### src/ebct_pkg.sv
// Shared constants and types for the eight-bit counter/timer
package ebct_pkg;

	// Register offsets, expanded bank
	localparam logic [3:0] ADDR_CTRL0  = 4'h0;
	localparam logic [3:0] ADDR_SHARED = 4'h1;
	localparam logic [3:0] ADDR_T16CTL = 4'h2;
	localparam logic [3:0] ADDR_HOLD_H = 4'h4;
	localparam logic [3:0] ADDR_HOLD_L = 4'h5;
	localparam logic [3:0] ADDR_CAP_P  = 4'h6;
	localparam logic [3:0] ADDR_CAP_N  = 4'h7;
	localparam logic [3:0] ADDR_COUNT  = 4'h8;

	// Eight-bit timer control fields
	localparam int C0_EN      = 7;
	localparam int C0_SINGLE  = 6;
	localparam int C0_TOUT    = 5;
	localparam int C0_DIV_HI  = 4;
	localparam int C0_DIV_LO  = 3;
	localparam int C0_EDGE_IE = 2;
	localparam int C0_TOUT_IE = 1;
	localparam int C0_OUT_EN  = 0;

	// Shared control fields
	localparam int C1_DEMOD    = 6;
	localparam int C1_PP_HI    = 3;
	localparam int C1_PP_LO    = 2;
	localparam int C1_INIT     = 1;
	localparam int C1_POS_FLAG = 1;
	localparam int C1_NEG_FLAG = 0;
	localparam logic [1:0] PP_SELECT = 2'h1;

	// Reset values and count constants
	localparam logic [7:0] CTRL0_RST   = 8'h00;
	localparam logic [7:0] SHARED_RST  = 8'h00;
	localparam logic [7:0] T16CTL_RST  = 8'h00;
	localparam logic [7:0] HOLD_RST    = 8'h00;
	localparam logic [7:0] COUNT_RST   = 8'h00;
	localparam logic [7:0] COUNT_TERM  = 8'h01;
	localparam logic [7:0] COUNT_ZERO  = 8'h00;
	localparam logic [7:0] COUNT_DEMOD = 8'hFF;
	localparam logic [2:0] DIV_RST     = 3'h0;

	typedef enum logic [2:0] {
		EBCT_STOP  = 3'b001,
		EBCT_TX    = 3'b010,
		EBCT_DEMOD = 3'b100
	} ebct_state_t;

	typedef struct packed {
		logic       wr;
		logic       rd;
		logic [3:0] addr;
		logic [7:0] wdata;
	} ebct_regreq_t;

	typedef struct packed {
		logic rise;
		logic fall;
	} ebct_edges_t;

endpackage

### src/ebct_edge_sync.sv
// Two-flop synchroniser and edge detector for the timer input pin
`timescale 1ns/100ps
module ebct_edge_sync
	import ebct_pkg::*;
(
	// Clock and reset
	input  wire logic        CORE_CLK,
	input  wire logic        RESETN,
	// Pin and edges
	input  wire logic        PIN_IN,
	output ebct_edges_t      EDGES
);
	typedef struct packed {
		logic s1;
		logic s2;
		logic s3;
		logic rise;
		logic fall;
	} ebct_sync_t;

	ebct_sync_t q;
	ebct_sync_t n;

	always_comb begin
		n      = q;
		n.s1   = PIN_IN;
		n.s2   = q.s1;
		n.s3   = q.s2;
		n.rise = q.s2 & ~q.s3;
		n.fall = ~q.s2 & q.s3;
	end

	always_ff @(posedge CORE_CLK) begin
		if (!RESETN) begin
			q <= '0;
		end else begin
			q <= n;
		end
	end

	assign EDGES = '{rise: q.rise, fall: q.fall};
endmodule

### src/ebct_timer.sv
// Eight-bit down counter/timer with wave output and edge capture
`timescale 1ns/100ps
module ebct_timer
	import ebct_pkg::*;
(
	// Clock and reset
	input  wire logic        CORE_CLK,
	input  wire logic        RESETN,
	// Register port
	input  ebct_regreq_t     REG_REQ,
	output logic [7:0]       REG_RDATA,
	// Timer pins
	input  wire logic        TIMER_IN,
	output logic             TIMER_WAVE_OUT,
	output logic             TIMER_WAVE_OE,
	// Interrupt request and sixteen-bit timer link
	output logic             TIMER_IRQ,
	output logic             EIGHT_BIT_DONE,
	input  wire logic        SIXTEEN_BIT_DONE,
	output logic [7:0]       SIXTEEN_BIT_CTRL,
	output logic             PING_PONG
);
	typedef struct packed {
		ebct_state_t fsm;
		logic [7:0]  ctrl0;
		logic [7:0]  shared;
		logic [7:0]  t16ctl;
		logic [7:0]  hold_hi;
		logic [7:0]  hold_lo;
		logic [7:0]  pos_cap;
		logic [7:0]  neg_cap;
		logic [7:0]  count;
		logic        wave;
		logic        pos_flag;
		logic        neg_flag;
		logic        first_tc;
		logic [2:0]  div;
		logic [7:0]  rdata;
		logic        irq;
		logic        done;
	} ebct_core_t;

	localparam ebct_core_t CORE_RST = '{
		fsm: EBCT_STOP, ctrl0: CTRL0_RST, shared: SHARED_RST, t16ctl: T16CTL_RST,
		hold_hi: HOLD_RST, hold_lo: HOLD_RST, pos_cap: HOLD_RST, neg_cap: HOLD_RST,
		count: COUNT_RST, wave: 1'b0, pos_flag: 1'b0, neg_flag: 1'b0,
		first_tc: 1'b0, div: DIV_RST, rdata: 8'h00, irq: 1'b0, done: 1'b0};

	ebct_core_t  q;
	ebct_core_t  n;
	ebct_edges_t edges;
	logic        wr0;
	logic        start_req;
	logic        stop_req;
	logic        tick;
	logic        running;
	logic        demod_sel;

	// Divide select: 1, 2, 4 or 8 core clocks per count
	function automatic logic [2:0] div_mask(input logic [1:0] sel);
		logic [2:0] m;
		m = 3'h0;
		unique case (sel)
			2'h0: m = 3'h0;
			2'h1: m = 3'h1;
			2'h2: m = 3'h3;
			2'h3: m = 3'h7;
		endcase
		return m;
	endfunction

	ebct_edge_sync u_sync (
		.CORE_CLK (CORE_CLK),
		.RESETN   (RESETN),
		.PIN_IN   (TIMER_IN),
		.EDGES    (edges)
	);

	assign wr0       = REG_REQ.wr && (REG_REQ.addr == ADDR_CTRL0);
	assign demod_sel = q.shared[C1_DEMOD];
	assign tick      = (q.div & div_mask(q.ctrl0[C0_DIV_HI:C0_DIV_LO]))
	                   == div_mask(q.ctrl0[C0_DIV_HI:C0_DIV_LO]);
	// Restart also comes from the partner timer in ping-pong
	assign start_req = (q.fsm == EBCT_STOP) && ((wr0 && REG_REQ.wdata[C0_EN])
	                   || (SIXTEEN_BIT_DONE && PING_PONG));
	assign stop_req  = wr0 && !REG_REQ.wdata[C0_EN];
	assign running   = (q.fsm != EBCT_STOP) && !stop_req;

	always_comb begin
		n      = q;
		n.irq  = 1'b0;
		n.done = 1'b0;
		n.div  = q.div + 3'h1;

		// Software writes; clears come first so hardware sets win
		if (REG_REQ.wr) begin
			unique case (REG_REQ.addr)
				ADDR_CTRL0: begin
					n.ctrl0 = REG_REQ.wdata;
					n.ctrl0[C0_TOUT] = q.ctrl0[C0_TOUT] & ~REG_REQ.wdata[C0_TOUT];
				end
				ADDR_SHARED: begin
					n.shared = REG_REQ.wdata;
					if (q.shared[C1_DEMOD]) begin
						n.shared[C1_INIT] = q.shared[C1_INIT];
						n.pos_flag = q.pos_flag & ~REG_REQ.wdata[C1_POS_FLAG];
						n.neg_flag = q.neg_flag & ~REG_REQ.wdata[C1_NEG_FLAG];
					end
				end
				ADDR_T16CTL: n.t16ctl = REG_REQ.wdata;
				// Taken at once, seen by the counter only at reload
				ADDR_HOLD_H: n.hold_hi = REG_REQ.wdata;
				ADDR_HOLD_L: n.hold_lo = REG_REQ.wdata;
				default: ;
			endcase
		end
		if (stop_req) begin
			n.fsm = EBCT_STOP;
		end

		// Counting
		if (running) begin
			unique case (q.fsm)
				EBCT_TX: begin
					if (tick) begin
						// Terminal count is the tick taken at a count of one
						if (q.count == COUNT_TERM) begin
							n.wave = ~q.wave;
							if (q.ctrl0[C0_SINGLE]) begin
								n.count = COUNT_ZERO;
								n.fsm = EBCT_STOP;
								n.ctrl0[C0_EN] = 1'b0;
								n.ctrl0[C0_TOUT] = 1'b1;
								n.irq = q.ctrl0[C0_TOUT_IE];
								n.done = 1'b1;
							end else begin
								n.count = q.wave ? q.hold_lo : q.hold_hi;
								n.first_tc = 1'b0;
								if (!q.first_tc) begin
									n.ctrl0[C0_TOUT] = 1'b1;
									n.irq = q.ctrl0[C0_TOUT_IE];
								end
							end
						end else begin
							n.count = q.count - 8'h01;
						end
					end
				end
				EBCT_DEMOD: begin
					if (edges.rise) begin
						n.pos_cap = q.count;
						n.pos_flag = 1'b1;
						n.count = COUNT_DEMOD;
						n.irq = q.ctrl0[C0_EDGE_IE];
					end else if (edges.fall) begin
						n.neg_cap = q.count;
						n.neg_flag = 1'b1;
						n.count = COUNT_DEMOD;
						n.irq = q.ctrl0[C0_EDGE_IE];
					end else if (tick) begin
						if (q.count == COUNT_TERM) begin
							n.ctrl0[C0_TOUT] = 1'b1;
							n.irq = q.ctrl0[C0_TOUT_IE];
						end
						n.count = q.count - 8'h01;
					end
				end
				default: n.fsm = EBCT_STOP;
			endcase
		end

		// Any start reloads from the holding registers
		if (start_req) begin
			n.fsm = demod_sel ? EBCT_DEMOD : EBCT_TX;
			n.ctrl0[C0_EN] = 1'b1;
			n.wave = q.shared[C1_INIT];
			n.count = q.shared[C1_INIT] ? q.hold_hi : q.hold_lo;
			n.first_tc = 1'b1;
			n.div = DIV_RST;
		end

		// Registered read data
		if (REG_REQ.rd) begin
			unique case (REG_REQ.addr)
				ADDR_CTRL0:  n.rdata = q.ctrl0;
				ADDR_SHARED: n.rdata = q.shared[C1_DEMOD]
				                       ? {q.shared[7:2], q.pos_flag, q.neg_flag} : q.shared;
				ADDR_T16CTL: n.rdata = q.t16ctl;
				ADDR_HOLD_H: n.rdata = q.hold_hi;
				ADDR_HOLD_L: n.rdata = q.hold_lo;
				ADDR_CAP_P:  n.rdata = q.pos_cap;
				ADDR_CAP_N:  n.rdata = q.neg_cap;
				ADDR_COUNT:  n.rdata = q.count;
				default:     n.rdata = 8'h00;
			endcase
		end
	end

	always_ff @(posedge CORE_CLK) begin
		if (!RESETN) begin
			q <= CORE_RST;
		end else begin
			q <= n;
		end
	end

	assign REG_RDATA        = q.rdata;
	assign TIMER_WAVE_OUT   = q.wave;
	assign TIMER_WAVE_OE    = q.ctrl0[C0_OUT_EN];
	assign TIMER_IRQ        = q.irq;
	assign EIGHT_BIT_DONE   = q.done;
	assign SIXTEEN_BIT_CTRL = q.t16ctl;
	assign PING_PONG        = q.shared[C1_PP_HI:C1_PP_LO] == PP_SELECT;

	// Checks
	logic tx_term;
	logic dm_run;
	assign tx_term = running && !start_req && (q.fsm == EBCT_TX) && tick
	                 && (q.count == COUNT_TERM);
	assign dm_run  = running && !start_req && (q.fsm == EBCT_DEMOD);
endmodule

### config.mk
export PLATFORM = sky130hd
export DESIGN_NAME = ebct_timer
export DESIGN_NICKNAME = d
export VERILOG_FILES = /design/src/ebct_pkg.sv /design/src/ebct_edge_sync.sv /design/src/ebct_timer.sv
export SDC_FILE = /design/constraint.sdc
export NUM_CORES = 1
export LEC_CHECK = 0
export BUFFER_PORTS_ARGS = -buffer_cell sky130_fd_sc_hd__buf_2
export CORE_ASPECT_RATIO = 0.6
export CORE_UTILIZATION = 45
export CTS_CLUSTER_SIZE = 20
export DETAILED_ROUTE_END_ITERATION = 10
export SLEW_MARGIN = 10
export SYNTH_ARGS = -nofsm -noshare
export SYNTH_HDL_FRONTEND = slang
export SYNTH_HIERARCHICAL = 1
export SYNTH_SLANG_ARGS = --single-unit
### constraint.sdc
create_clock -name CORE_CLK -period 2.75 [get_ports CORE_CLK]
set_clock_uncertainty 0.15 [all_clocks]
set_input_delay 0.55 -clock CORE_CLK [delete_from_list [all_inputs] [get_ports CORE_CLK]]
set_output_delay 0.55 -clock CORE_CLK [all_outputs]
set_load 0.1 [all_outputs]
==> key figures, run 1 <==
Status
  – Run status: completed

Timing
  – Fin. Hold Viols: 0
  – Final setup fails: 0
  – Post-route clock period utilization: 0.894
  – Hold WS: 267 ps
  – RSZ-0062 raised after global routing: no
  – Minimum clock period: 2460 ps
  – Slew Limit Fails: 0
  – Worst-Margin Slew: 780 ps
  – Setup TNS: 0 ps
  – Rel. slew slack: 0.479
  – Fmax: 0.407 GHz

Critical path
  – Critical path required time: 2840 ps
  – Critical path class: reg -> reg
  – Worst Path Max Fanout: 7
  – Worst Setup End Kind: register
  – Startpoint Class: register
  – Worst path arrival time: 2550 ps

Die
  – Core box area: 10,100 sq um
  – Row count: 28
  – Die H: 81.8 microns
  – Initial core utilization: 0.474
  – Die Width: 135 microns
  – Die ar.: 11,100 sq um
  – I/O Pins: 39

Hold path
  – Hold Crit Class: in -> reg

Power and ir drop
  – Overall Power: 2820 uW
  – Switch share: 0.256
  – Peak VDD IR: 0.301 mV
  – Sw Pwr: 723 uW
  – Power share of the combinational group: 0.085
  – Leak pwr: 0.00206 uW
  – Power Dens Cells: 526 nW/um^2
  – Cell-internal power: 2100 uW
  – Register share of total power: 0.470
  – Clock share of power: 0.446

Route
  – DR WL/cell: 20.8 microns
  – DRT iter0 DRCs: 532
  – Remaining DRCs: 0
  – Post-route ant nets: 0
  – Vias/cell: 6.21
  – Final WL: 15,000 microns
  – 1st-pass router iterations: 5
  – Via count: 4,470

Layout
  – Sequential Area: 1780 sq um
  – Multi-input logic area: 2660 sq um
  – Final net count: 601
  – Fill cells: 954
  – ANT cells: 0
  – Fraction of layout instances using a drive strength above 1: 0.190
  – Area grow syn2layout: 12.2%

Synthesis
  – Dominant cell type by area after synthesis: dfxtp_1
  – Sequential-to-total area share from yosys stat: 0.373
  – FFs w/ async S/R, synth: 0
  – Area contributors post-synth: dfxtp_1 (37%), mux2i_1 (11%), a21oi_1 (4.8%)
  – Top cell type's share of synthesized area: 0.373
  – Cell count after synthesis: 561
  – Yosys cell types: 66
  – Syn Area/Cell: 8.52 sq um
  – Flops & latches, synth: 89
  – Synthesized area: 4780 sq um
  – EDFF count, synth: 0
  – Ys Warns: 6
  – Ys flop type: dfxtp_1
  – Syn nets: 582

Clocking
  – CTS Root Cell: clkbuf_16
  – H-tree levels: 3
  – CTS tree: yes
  – Buffer depth of the longest clock path: 2
  – Setup Buffers After CTS: 0
  – Clock Sink Count: 89
  – # resized after CTS: 0
  – Reg clk slew, reported paths: 70 ps
  – Clock Latency Late Sink: 350 ps
  – Hold buffer count at CTS: 0
  – Num CTS Buffers: 9

Place
  – RD Place Congestion: 0.990
  – Port Buffers: 38
  – DP HPWL: 11,000 microns

Flow run
  – Maxcap violations: 0

Global route
  – Largest net degree at the start of global routing: 42
  – Vias in the first global route: 3,834
  – GRT Overall Usage: 0.279
  – First-pass GRT wire length: 22,500 microns
  – Global route overflow: 0
  – Initial antenna violation count: 1
## final cells by class
| cell class | instances | share of cell area |
|---|---|---|
| Clock buffer | 9 | 0.0420 |
| Clock inverter | 7 | 0.0142 |
| Inverter | 8 | 0.00560 |
| Multi-Input combinational cell | 405 | 0.496 |
| Sequential cell | 89 | 0.332 |
| Tap cell | 135 | 0.0315 |
| Timing Repair Buffer | 67 | 0.0784 |
## cell usage after synthesis (8+ instances only)
master / count
dfxtp_1: 89
nand2_1: 54
mux2i_1: 52
nor2_1: 49
a21oi_1: 46
nand3_1: 38
clkbuf_1: 26
o21ai_0: 20
buf_4: 19
buf_2: 12
nand2b_1: 10
mux2_2: 9
inv_1: 8
## cells in the final DEF, fill, tap and decap left out, types with 4 or more instances in the layout
| cell type | n |
|---|---|
| dfxtp_1 | 89 |
| nand2_1 | 54 |
| mux2i_1 | 52 |
| nor2_1 | 49 |
| a21oi_1 | 46 |
| nand3_1 | 38 |
| buf_2 | 38 |
| buf_4 | 28 |
| o21ai_0 | 20 |
| nand2b_1 | 10 |
| mux2_2 | 9 |
| clkbuf_16 | 9 |
| inv_1 | 7 |
| o211ai_1 | 7 |
| a221oi_1 | 7 |
| a22o_1 | 6 |
| o32ai_1 | 5 |
| a32oi_1 | 5 |
| a22oi_1 | 5 |
| nor3_1 | 5 |
| nor2b_1 | 4 |
| o31ai_1 | 4 |
| and3_1 | 4 |
| xnor2_1 | 4 |
| a41o_1 | 4 |
## kinds of logic (layout without fill, tap and decap cells)
| kind of cell | Yosys count | in the layout | synth area share |
|---|---|---|---|
| flip-flops | 89 | 89 | 0.373 |
| multiplexers | 62 | 62 | 0.135 |
| XOR/XNOR | 4 | 4 | 0.00733 |
| AND/OR/NAND/NOR | 205 | 205 | 0.225 |
| buffers and inverters | 67 | 91 | 0.0723 |
| adder cells (fa/ha/maj) | 3 | 3 | 0.00785 |
| AO/OA/AOI/OAI | 131 | 131 | 0.180 |
## metal layers
| layer | GRT usage | wire length [microns] | vias up |
|---|---|---|---|
| li1 | - | - | 2064 |
| met1 | 0.415 | 7400 | 2160 |
| met2 | 0.371 | 5810 | 231 |
| met3 | 0.104 | 1640 | 15 |
| met4 | 0.0618 | 126 | 0 |
| met5 | 0 | 0 | - |
## registers in the layout (all words and copies together), names as in the netlist
signal and cells:
demod_sel 1, u_sync/q 1, EIGHT_BIT_DONE 1, SIXTEEN_BIT_CTRL 8, q 63, REG_RDATA 8, u_sync/n 2, TIMER_WAVE_OUT 1
u_sync/EDGES 2, TIMER_IRQ 1, TIMER_WAVE_OE 1
## worst max-delay path: stages (launching register included)
cell and delay [ps]:
dfxtp_1 360, nor3b_2 390, nor2_1 100, o32ai_1 710
a21oi_1 280, a221oi_1 350
## metrics by stage
stage	instance area (sq um)	utilization	setup WS, ps	instances
finish	5360	0.532	291	720
global route	5360	0.532	102	720
CTS	5360	0.532	393	720
detailed placement	5060	0.502	314	704
global placement	5060	0.502	365	704
floorplan	4780	-	295	561
## final timing paths
kind                from          end  slack, ps  depth (start not counted)
min             TIMER_IN  u_sync/n[3]        270                          2
max reg2reg        q[82]        q[18]        290                          5
min reg2reg  u_sync/n[3]  u_sync/n[2]        300                          1
max                q[82]        q[18]        290                          5
## power groups by stage
stage	Combinational, uW	Sequential [uW]	Clock (uW)
after floorplan	158	1340	0
final	239	1330	1260
after global routing	255	1330	1330
after detailed placement	232	1350	0
after global placement	230	1350	0
after CTS	234	1320	1270
(Power assumes the default switching activity.)
==> inputs of run 2 (changes only) <==
- ABC_CLOCK_PERIOD_IN_PS: unset -> 2750
- SYNTH_HIERARCHICAL: 1 -> unset
==> key figures, run 2 <==
Status
  – Run status: completed

Clocking
  – Num CTS Buffers: 9
  – CTS tree: yes
  – Setup Buffers After CTS: 0
  – Reg clk slew, reported paths: 60 ps
  – Clock Sink Count: 89
  – H-tree levels: 3
  – Clock Latency Late Sink: 340 ps
  – # resized after CTS: 0
  – Hold buffer count at CTS: 0
  – Buffer depth of the longest clock path: 2
  – CTS Root Cell: clkbuf_16

Critical path
  – Startpoint Class: register
  – R2r startpoint: q[83]
  – Critical path class: reg -> reg
  – Worst Setup End Kind: register
  – CP max-delay cell: and3b_1
  – R2R Path End: q[29]
  – Crit-path most repeated cell: nor2_1
  – Critical path required time: 2820 ps
  – Worst Path Max Fanout: 11
  – Worst path arrival time: 2490 ps
  – CP max stage delay: 600 ps
  – CP Cell Sequence: or3b_1 > nor2_1 > and3b_1 > mux2i_1 > nor2_1
  – R2r setup slk: 330 ps
  – Register-to-Register Path Depth: 5

Global route
  – Initial antenna violation count: 0
  – Largest net degree at the start of global routing: 75
  – Global route overflow: 0
  – First-pass GRT wire length: 21,600 microns
  – GRT Overall Usage: 0.268
  – Vias in the first global route: 3,734

Synthesis
  – Synthesized area: 4690 sq um
  – Fraction of synthesized cell area in xor and xnor cells: 0.0131
  – Most common cell in the synthesized netlist: dfxtp_1
  – Largest family of logic cells by synthesized area: simple AND/OR/NAND/NOR gates
  – Post-Synth Simple-Gate Area: 0.223
  – Area contributors post-synth: dfxtp_1 (38%), mux2i_1 (14%), nor2_1 (5.9%)
  – Most instantiated cells after synthesis: dfxtp_1 (89), nor2_1 (74), mux2i_1 (66), nand2_1 (51)
  – EDFF count, synth: 0
  – Sequential-to-total area share from yosys stat: 0.380
  – Yosys cell types: 59
  – Dominant cell type by area after synthesis: dfxtp_1
  – FFs w/ async S/R, synth: 0
  – Compound-Gate Fraction of Synth Area: 0.153
  – Flops & latches, synth: 89
  – Top cell type's share of synthesized area: 0.380
  – Syn nets: 592
  – Mux share of post-synthesis cell area: 0.146
  – Ys Warns: 0
  – Ys flop type: dfxtp_1
  – Cell count after synthesis: 571
  – Adder-cell share of the synthesized area: 0.00800
  – Syn Area/Cell: 8.22 sq um

Hold path
  – Hold Crit Endpoint: u_sync.EDGES[1]
  – Hold Crit Class: reg -> reg
  – Hold path startpoint: u_sync.q[2]
  – Worst hold stages: 1

Die
  – Die ar.: 10,900 sq um
  – Die H: 81.1 microns
  – I/O Pins: 39
  – Row count: 28
  – Initial core utilization: 0.470
  – Core box area: 9980 sq um
  – Die Width: 134 microns

Layout
  – Max reg flops: 63
  – Multi-input logic area: 2550 sq um
  – Commonest cells after routing, fill and taps aside: dfxtp_1 (89), nor2_1 (74), mux2i_1 (66)
  – Non-filler instance count after layout: 713
  – Post-Layout Inst Area: 5220 sq um
  – Commonest non-fill, non-tap cell in the layout: dfxtp_1
  – Area grow syn2layout: 11.3%
  – ANT cells: 0
  – Sequential Area: 1780 sq um
  – Fraction of layout instances using a drive strength above 1: 0.140
  – Fill cells: 970
  – Top reg by flops: q
  – Final net count: 596

Place
  – DP Cell Count: 699
  – Port Buffers: 38
  – Placed cell area: 4890 sq um
  – RD Place Congestion: 0.873
  – DP HPWL: 10,300 microns

Timing
  – RSZ-0062 raised after global routing: no
  – Fin. Hold Viols: 0
  – Post-route clock period utilization: 0.880
  – Final setup fails: 0
  – Slew Limit Fails: 0
  – Minimum clock period: 2420 ps
  – Rel. slew slack: 0.449
  – Hold WS: 256 ps
  – Setup TNS: 0 ps
  – Worst-Margin Slew: 827 ps
  – Fmax: 0.413 GHz

Route
  – Via count: 4,240
  – Post-route ant nets: 0
  – 1st-pass router iterations: 5
  – DRT iter0 DRCs: 349
  – DR WL/cell: 19.8 microns
  – Vias/cell: 5.95
  – Remaining DRCs: 0
  – Final WL: 14,100 microns

Power and ir drop
  – Leak pwr: 0.00197 uW
  – Overall Power: 2920 uW
  – Peak VDD IR: 0.350 mV
  – Power Dens Cells: 560 nW/um^2

Flow run
  – Maxcap violations: 0
==> run 2: cell count changes after synthesis, moves of 6 or more <==
cell,before,now
and2_1,1,9
a21oi_1,46,39
mux2i_1,52,66
nand2b_1,10,4
o22ai_1,3,11
a22o_1,6,0
a31oi_1,3,10
nor2_1,49,74
mux2_2,9,2
==> run 2: where the power goes <==
group / internal [uW] / switching (uW) / total (uW)
clock: 880 / 516 / 1400
combinational: 63.3 / 141 / 205
sequential: 1300 / 18.1 / 1320
total: 2250 / 675 / 2920
==> run 2: area by class of cell <==
| cell class | count | area share |
|---|---|---|
| tap | 135 | 0.0324 |
| multi-input combinational | 410 | 0.489 |
| clock inverter | 5 | 0.0199 |
| inverter | 11 | 0.00791 |
| timing repair buffer | 54 | 0.0666 |
| clock buffer | 9 | 0.0431 |
| sequential | 89 | 0.341 |
==> run 2: logic make-up (layout without fill, tap and decap cells) <==
kind of cell               after synthesis  after routing
AOI/OAI and AO/OA                      115            115
xor gates and xnor gates                 7              7
adders and majority gates                3              3
buffers and inverters                   72             79
DFF                                     89             89
muxes                                   68             68
and+or+nand+nor                        217            217
==> run 2: per-stage QoR <==
| step | util | setup slack (ps) |
|---|---|---|
| floorplan | - | 358 |
| global placement | 0.490 | 271 |
| detailed placement | 0.490 | 172 |
| CTS | 0.523 | 373 |
| global route | 0.523 | 203 |
| finish | 0.523 | 330 |
==> run 2: layer usage <==
| layer | wire length (microns) | share of wire | global-route usage | vias up |
|---|---|---|---|---|
| met2 | 5530 | 0.39 | 0.361 | 202 |
| met3 | 1460 | 0.10 | 0.0755 | 9 |
| met5 | 0 | 0 | 0 | - |
| met4 | 93 | 0.0066 | 0.0614 | 0 |
| met1 | 7060 | 0.50 | 0.409 | 2031 |
| li1 | - | - | - | 1998 |
==> run 2: worst max-delay path by stage <==
stage / from / to / slack [ps] / cells past startpoint
floorplan: q[67] / q[22] / 360 / 7
global placement: REG_REQ[11] / q[24] / 270 / 6
detailed placement: REG_REQ[11] / q[22] / 170 / 6
CTS: q[83] / q[33] / 370 / 5
global route: q[83] / q[21] / 200 / 6
finish: q[83] / q[29] / 330 / 5
==> run 2: worst max-delay path: cells and delay by family (launching register included) <==
family           cells  cell delay, ps
flip-flops           1             390
multiplexers         1             250
AND/OR/NAND/NOR      4            1500
==> inputs of run 3 (changes only) <==
- SETUP_SLACK_MARGIN: unset -> 0.4
==> key figures, run 3 (synthesized netlist as in run 2, its figures left out) <==
Status
  – Run status: completed

Clocking
  – Clock Sink Count: 89
  – Num CTS Buffers: 9
  – H-tree levels: 3
  – Reg clk slew, reported paths: 60 ps
  – Setup Buffers After CTS: 0
  – CTS Root Cell: clkbuf_16
  – CTS tree: yes
  – Clock Latency Late Sink: 350 ps
  – Buffer depth of the longest clock path: 2

Route
  – Post-route ant nets: 0
  – Vias/cell: 5.93
  – DRT iter0 DRCs: 388
  – Via count: 4,291
  – Remaining DRCs: 0
  – DR WL/cell: 19.8 microns
  – 1st-pass router iterations: 7
  – Final WL: 14,300 microns

Power and ir drop
  – Overall Power: 2720 uW
  – Leak pwr: 0.00198 uW
  – Power Dens Cells: 520 nW/um^2
  – Peak VDD IR: 0.316 mV

Layout
  – ANT cells: 0
  – Commonest cells after routing, fill and taps aside: dfxtp_1 (89), nor2_1 (74), mux2i_1 (66)
  – Commonest non-fill, non-tap cell in the layout: dfxtp_1
  – Fraction of layout instances using a drive strength above 1: 0.160
  – Area grow syn2layout: 11.6%
  – Final net count: 604
  – Max reg flops: 63
  – Non-filler instance count after layout: 723
  – Top reg by flops: q

Timing
  – Worst-Margin Slew: 736 ps
  – Rel. slew slack: 0.508
  – Worst Slack Setup Final: 530 ps
  – RSZ-0062 raised after global routing: no
  – Fmax: 0.450 GHz
  – Final setup fails: 0
  – Post-route clock period utilization: 0.807
  – Fin. Hold Viols: 0
  – Minimum clock period: 2220 ps
  – Setup TNS: 0 ps
  – Slew Limit Fails: 0

Critical path
  – CP max stage delay: 700 ps
  – Critical path required time: 2050 ps
  – Critical path class: reg -> out
  – Startpoint Class: register
  – CP max-delay cell: dfxtp_1
  – Worst Path Max Fanout: 10
  – Bufs and invs on worst path: 1
  – Worst path arrival time: 1520 ps
  – CP Cell Sequence: clkbuf_4
  – Top Family by Delay on Critical Path: flip-flops
  – Worst Setup End Kind: output pin

Global route
  – Global route overflow: 0
  – Largest net degree at the start of global routing: 75
  – First-pass GRT wire length: 22,200 microns
  – Vias in the first global route: 3,889
  – GRT Overall Usage: 0.277
  – Initial antenna violation count: 0

Place
  – Pre-CTS WS: 163 ps
  – Port Buffers: 38
  – DP HPWL: 10,500 microns
  – RD Place Congestion: 0.879
  – DP Cell Count: 707

Die
  – I/O Pins: 39
  – Die ar.: 10,900 sq um
  – Die H: 81.1 microns
  – Die Width: 134 microns
  – Row count: 28
  – Initial core utilization: 0.470
  – Core box area: 9980 sq um

Flow run
  – Maxcap violations: 0

Hold path
  – Hold Crit Class: in -> reg
==> run 3: changes by cell type in the layout (fill, tap and decap cells not counted), moves of 2 or more <==
cell,delta
buf_4,+10
bufinv_16,-3
buf_12,-2
clkinv_4,+2
inv_6,+2
==> run 3: metrics by stage <==
step	hold WS (ps)	utilization	instance area [sq um]
global placement	241	0.494	4930
detailed placement	259	0.494	4930
CTS	246	0.523	5220
global route	259	0.524	5240
floorplan	233	-	4700
finish	254	0.524	5240
==> run 3: layout make-up <==
class	instances	area (sq um)
clock buffers	10	239
clock inverters	6	48.8
fillers	969	4750
inverters	11	41.3
multi-input cells	410	2570
flip-flops and latches	89	1780
well taps	135	169
repair buffers	62	385
==> run 3: metal layers <==
layer / GRT usage / up-vias / share of wire / wire length [microns]
met1: 0.421 / 2069 / 0.49 / 7040
met2: 0.378 / 188 / 0.39 / 5630
met5: 0 / - / 0 / 0
met4: 0.0602 / 0 / 0.0089 / 127
li1: - / 2021 / - / -
met3: 0.0749 / 13 / 0.10 / 1500
==> run 3: timing repair <==
action | in CTS | in global routing
hold buffers | 0 | 0
setup endpoints to repair | 0 | 24
resized for setup | 0 | 5
==> run 3: final timing paths <==
| path | start | to | slack (ps) | cells past startpoint |
|---|---|---|---|---|
| hold reg to reg | u_sync.q[2] | u_sync.EDGES[1] | 270 | 1 |
| setup reg to reg | q[83] | q[21] | 560 | 6 |
| setup / recovery | TIMER_WAVE_OUT | TIMER_WAVE_OUT | 530 | 1 |
| hold / removal | TIMER_IN | u_sync.n[3] | 250 | 2 |
==> run 3: report_power, final <==
part	leakage, uW	internal [uW]	switching (uW)	total (uW)
Combinational	0.00112	61.9	141	202
Clock	0.000144	649	550	1200
Sequential	0.000719	1300	17.6	1320
Total	0.00198	2010	708	2720
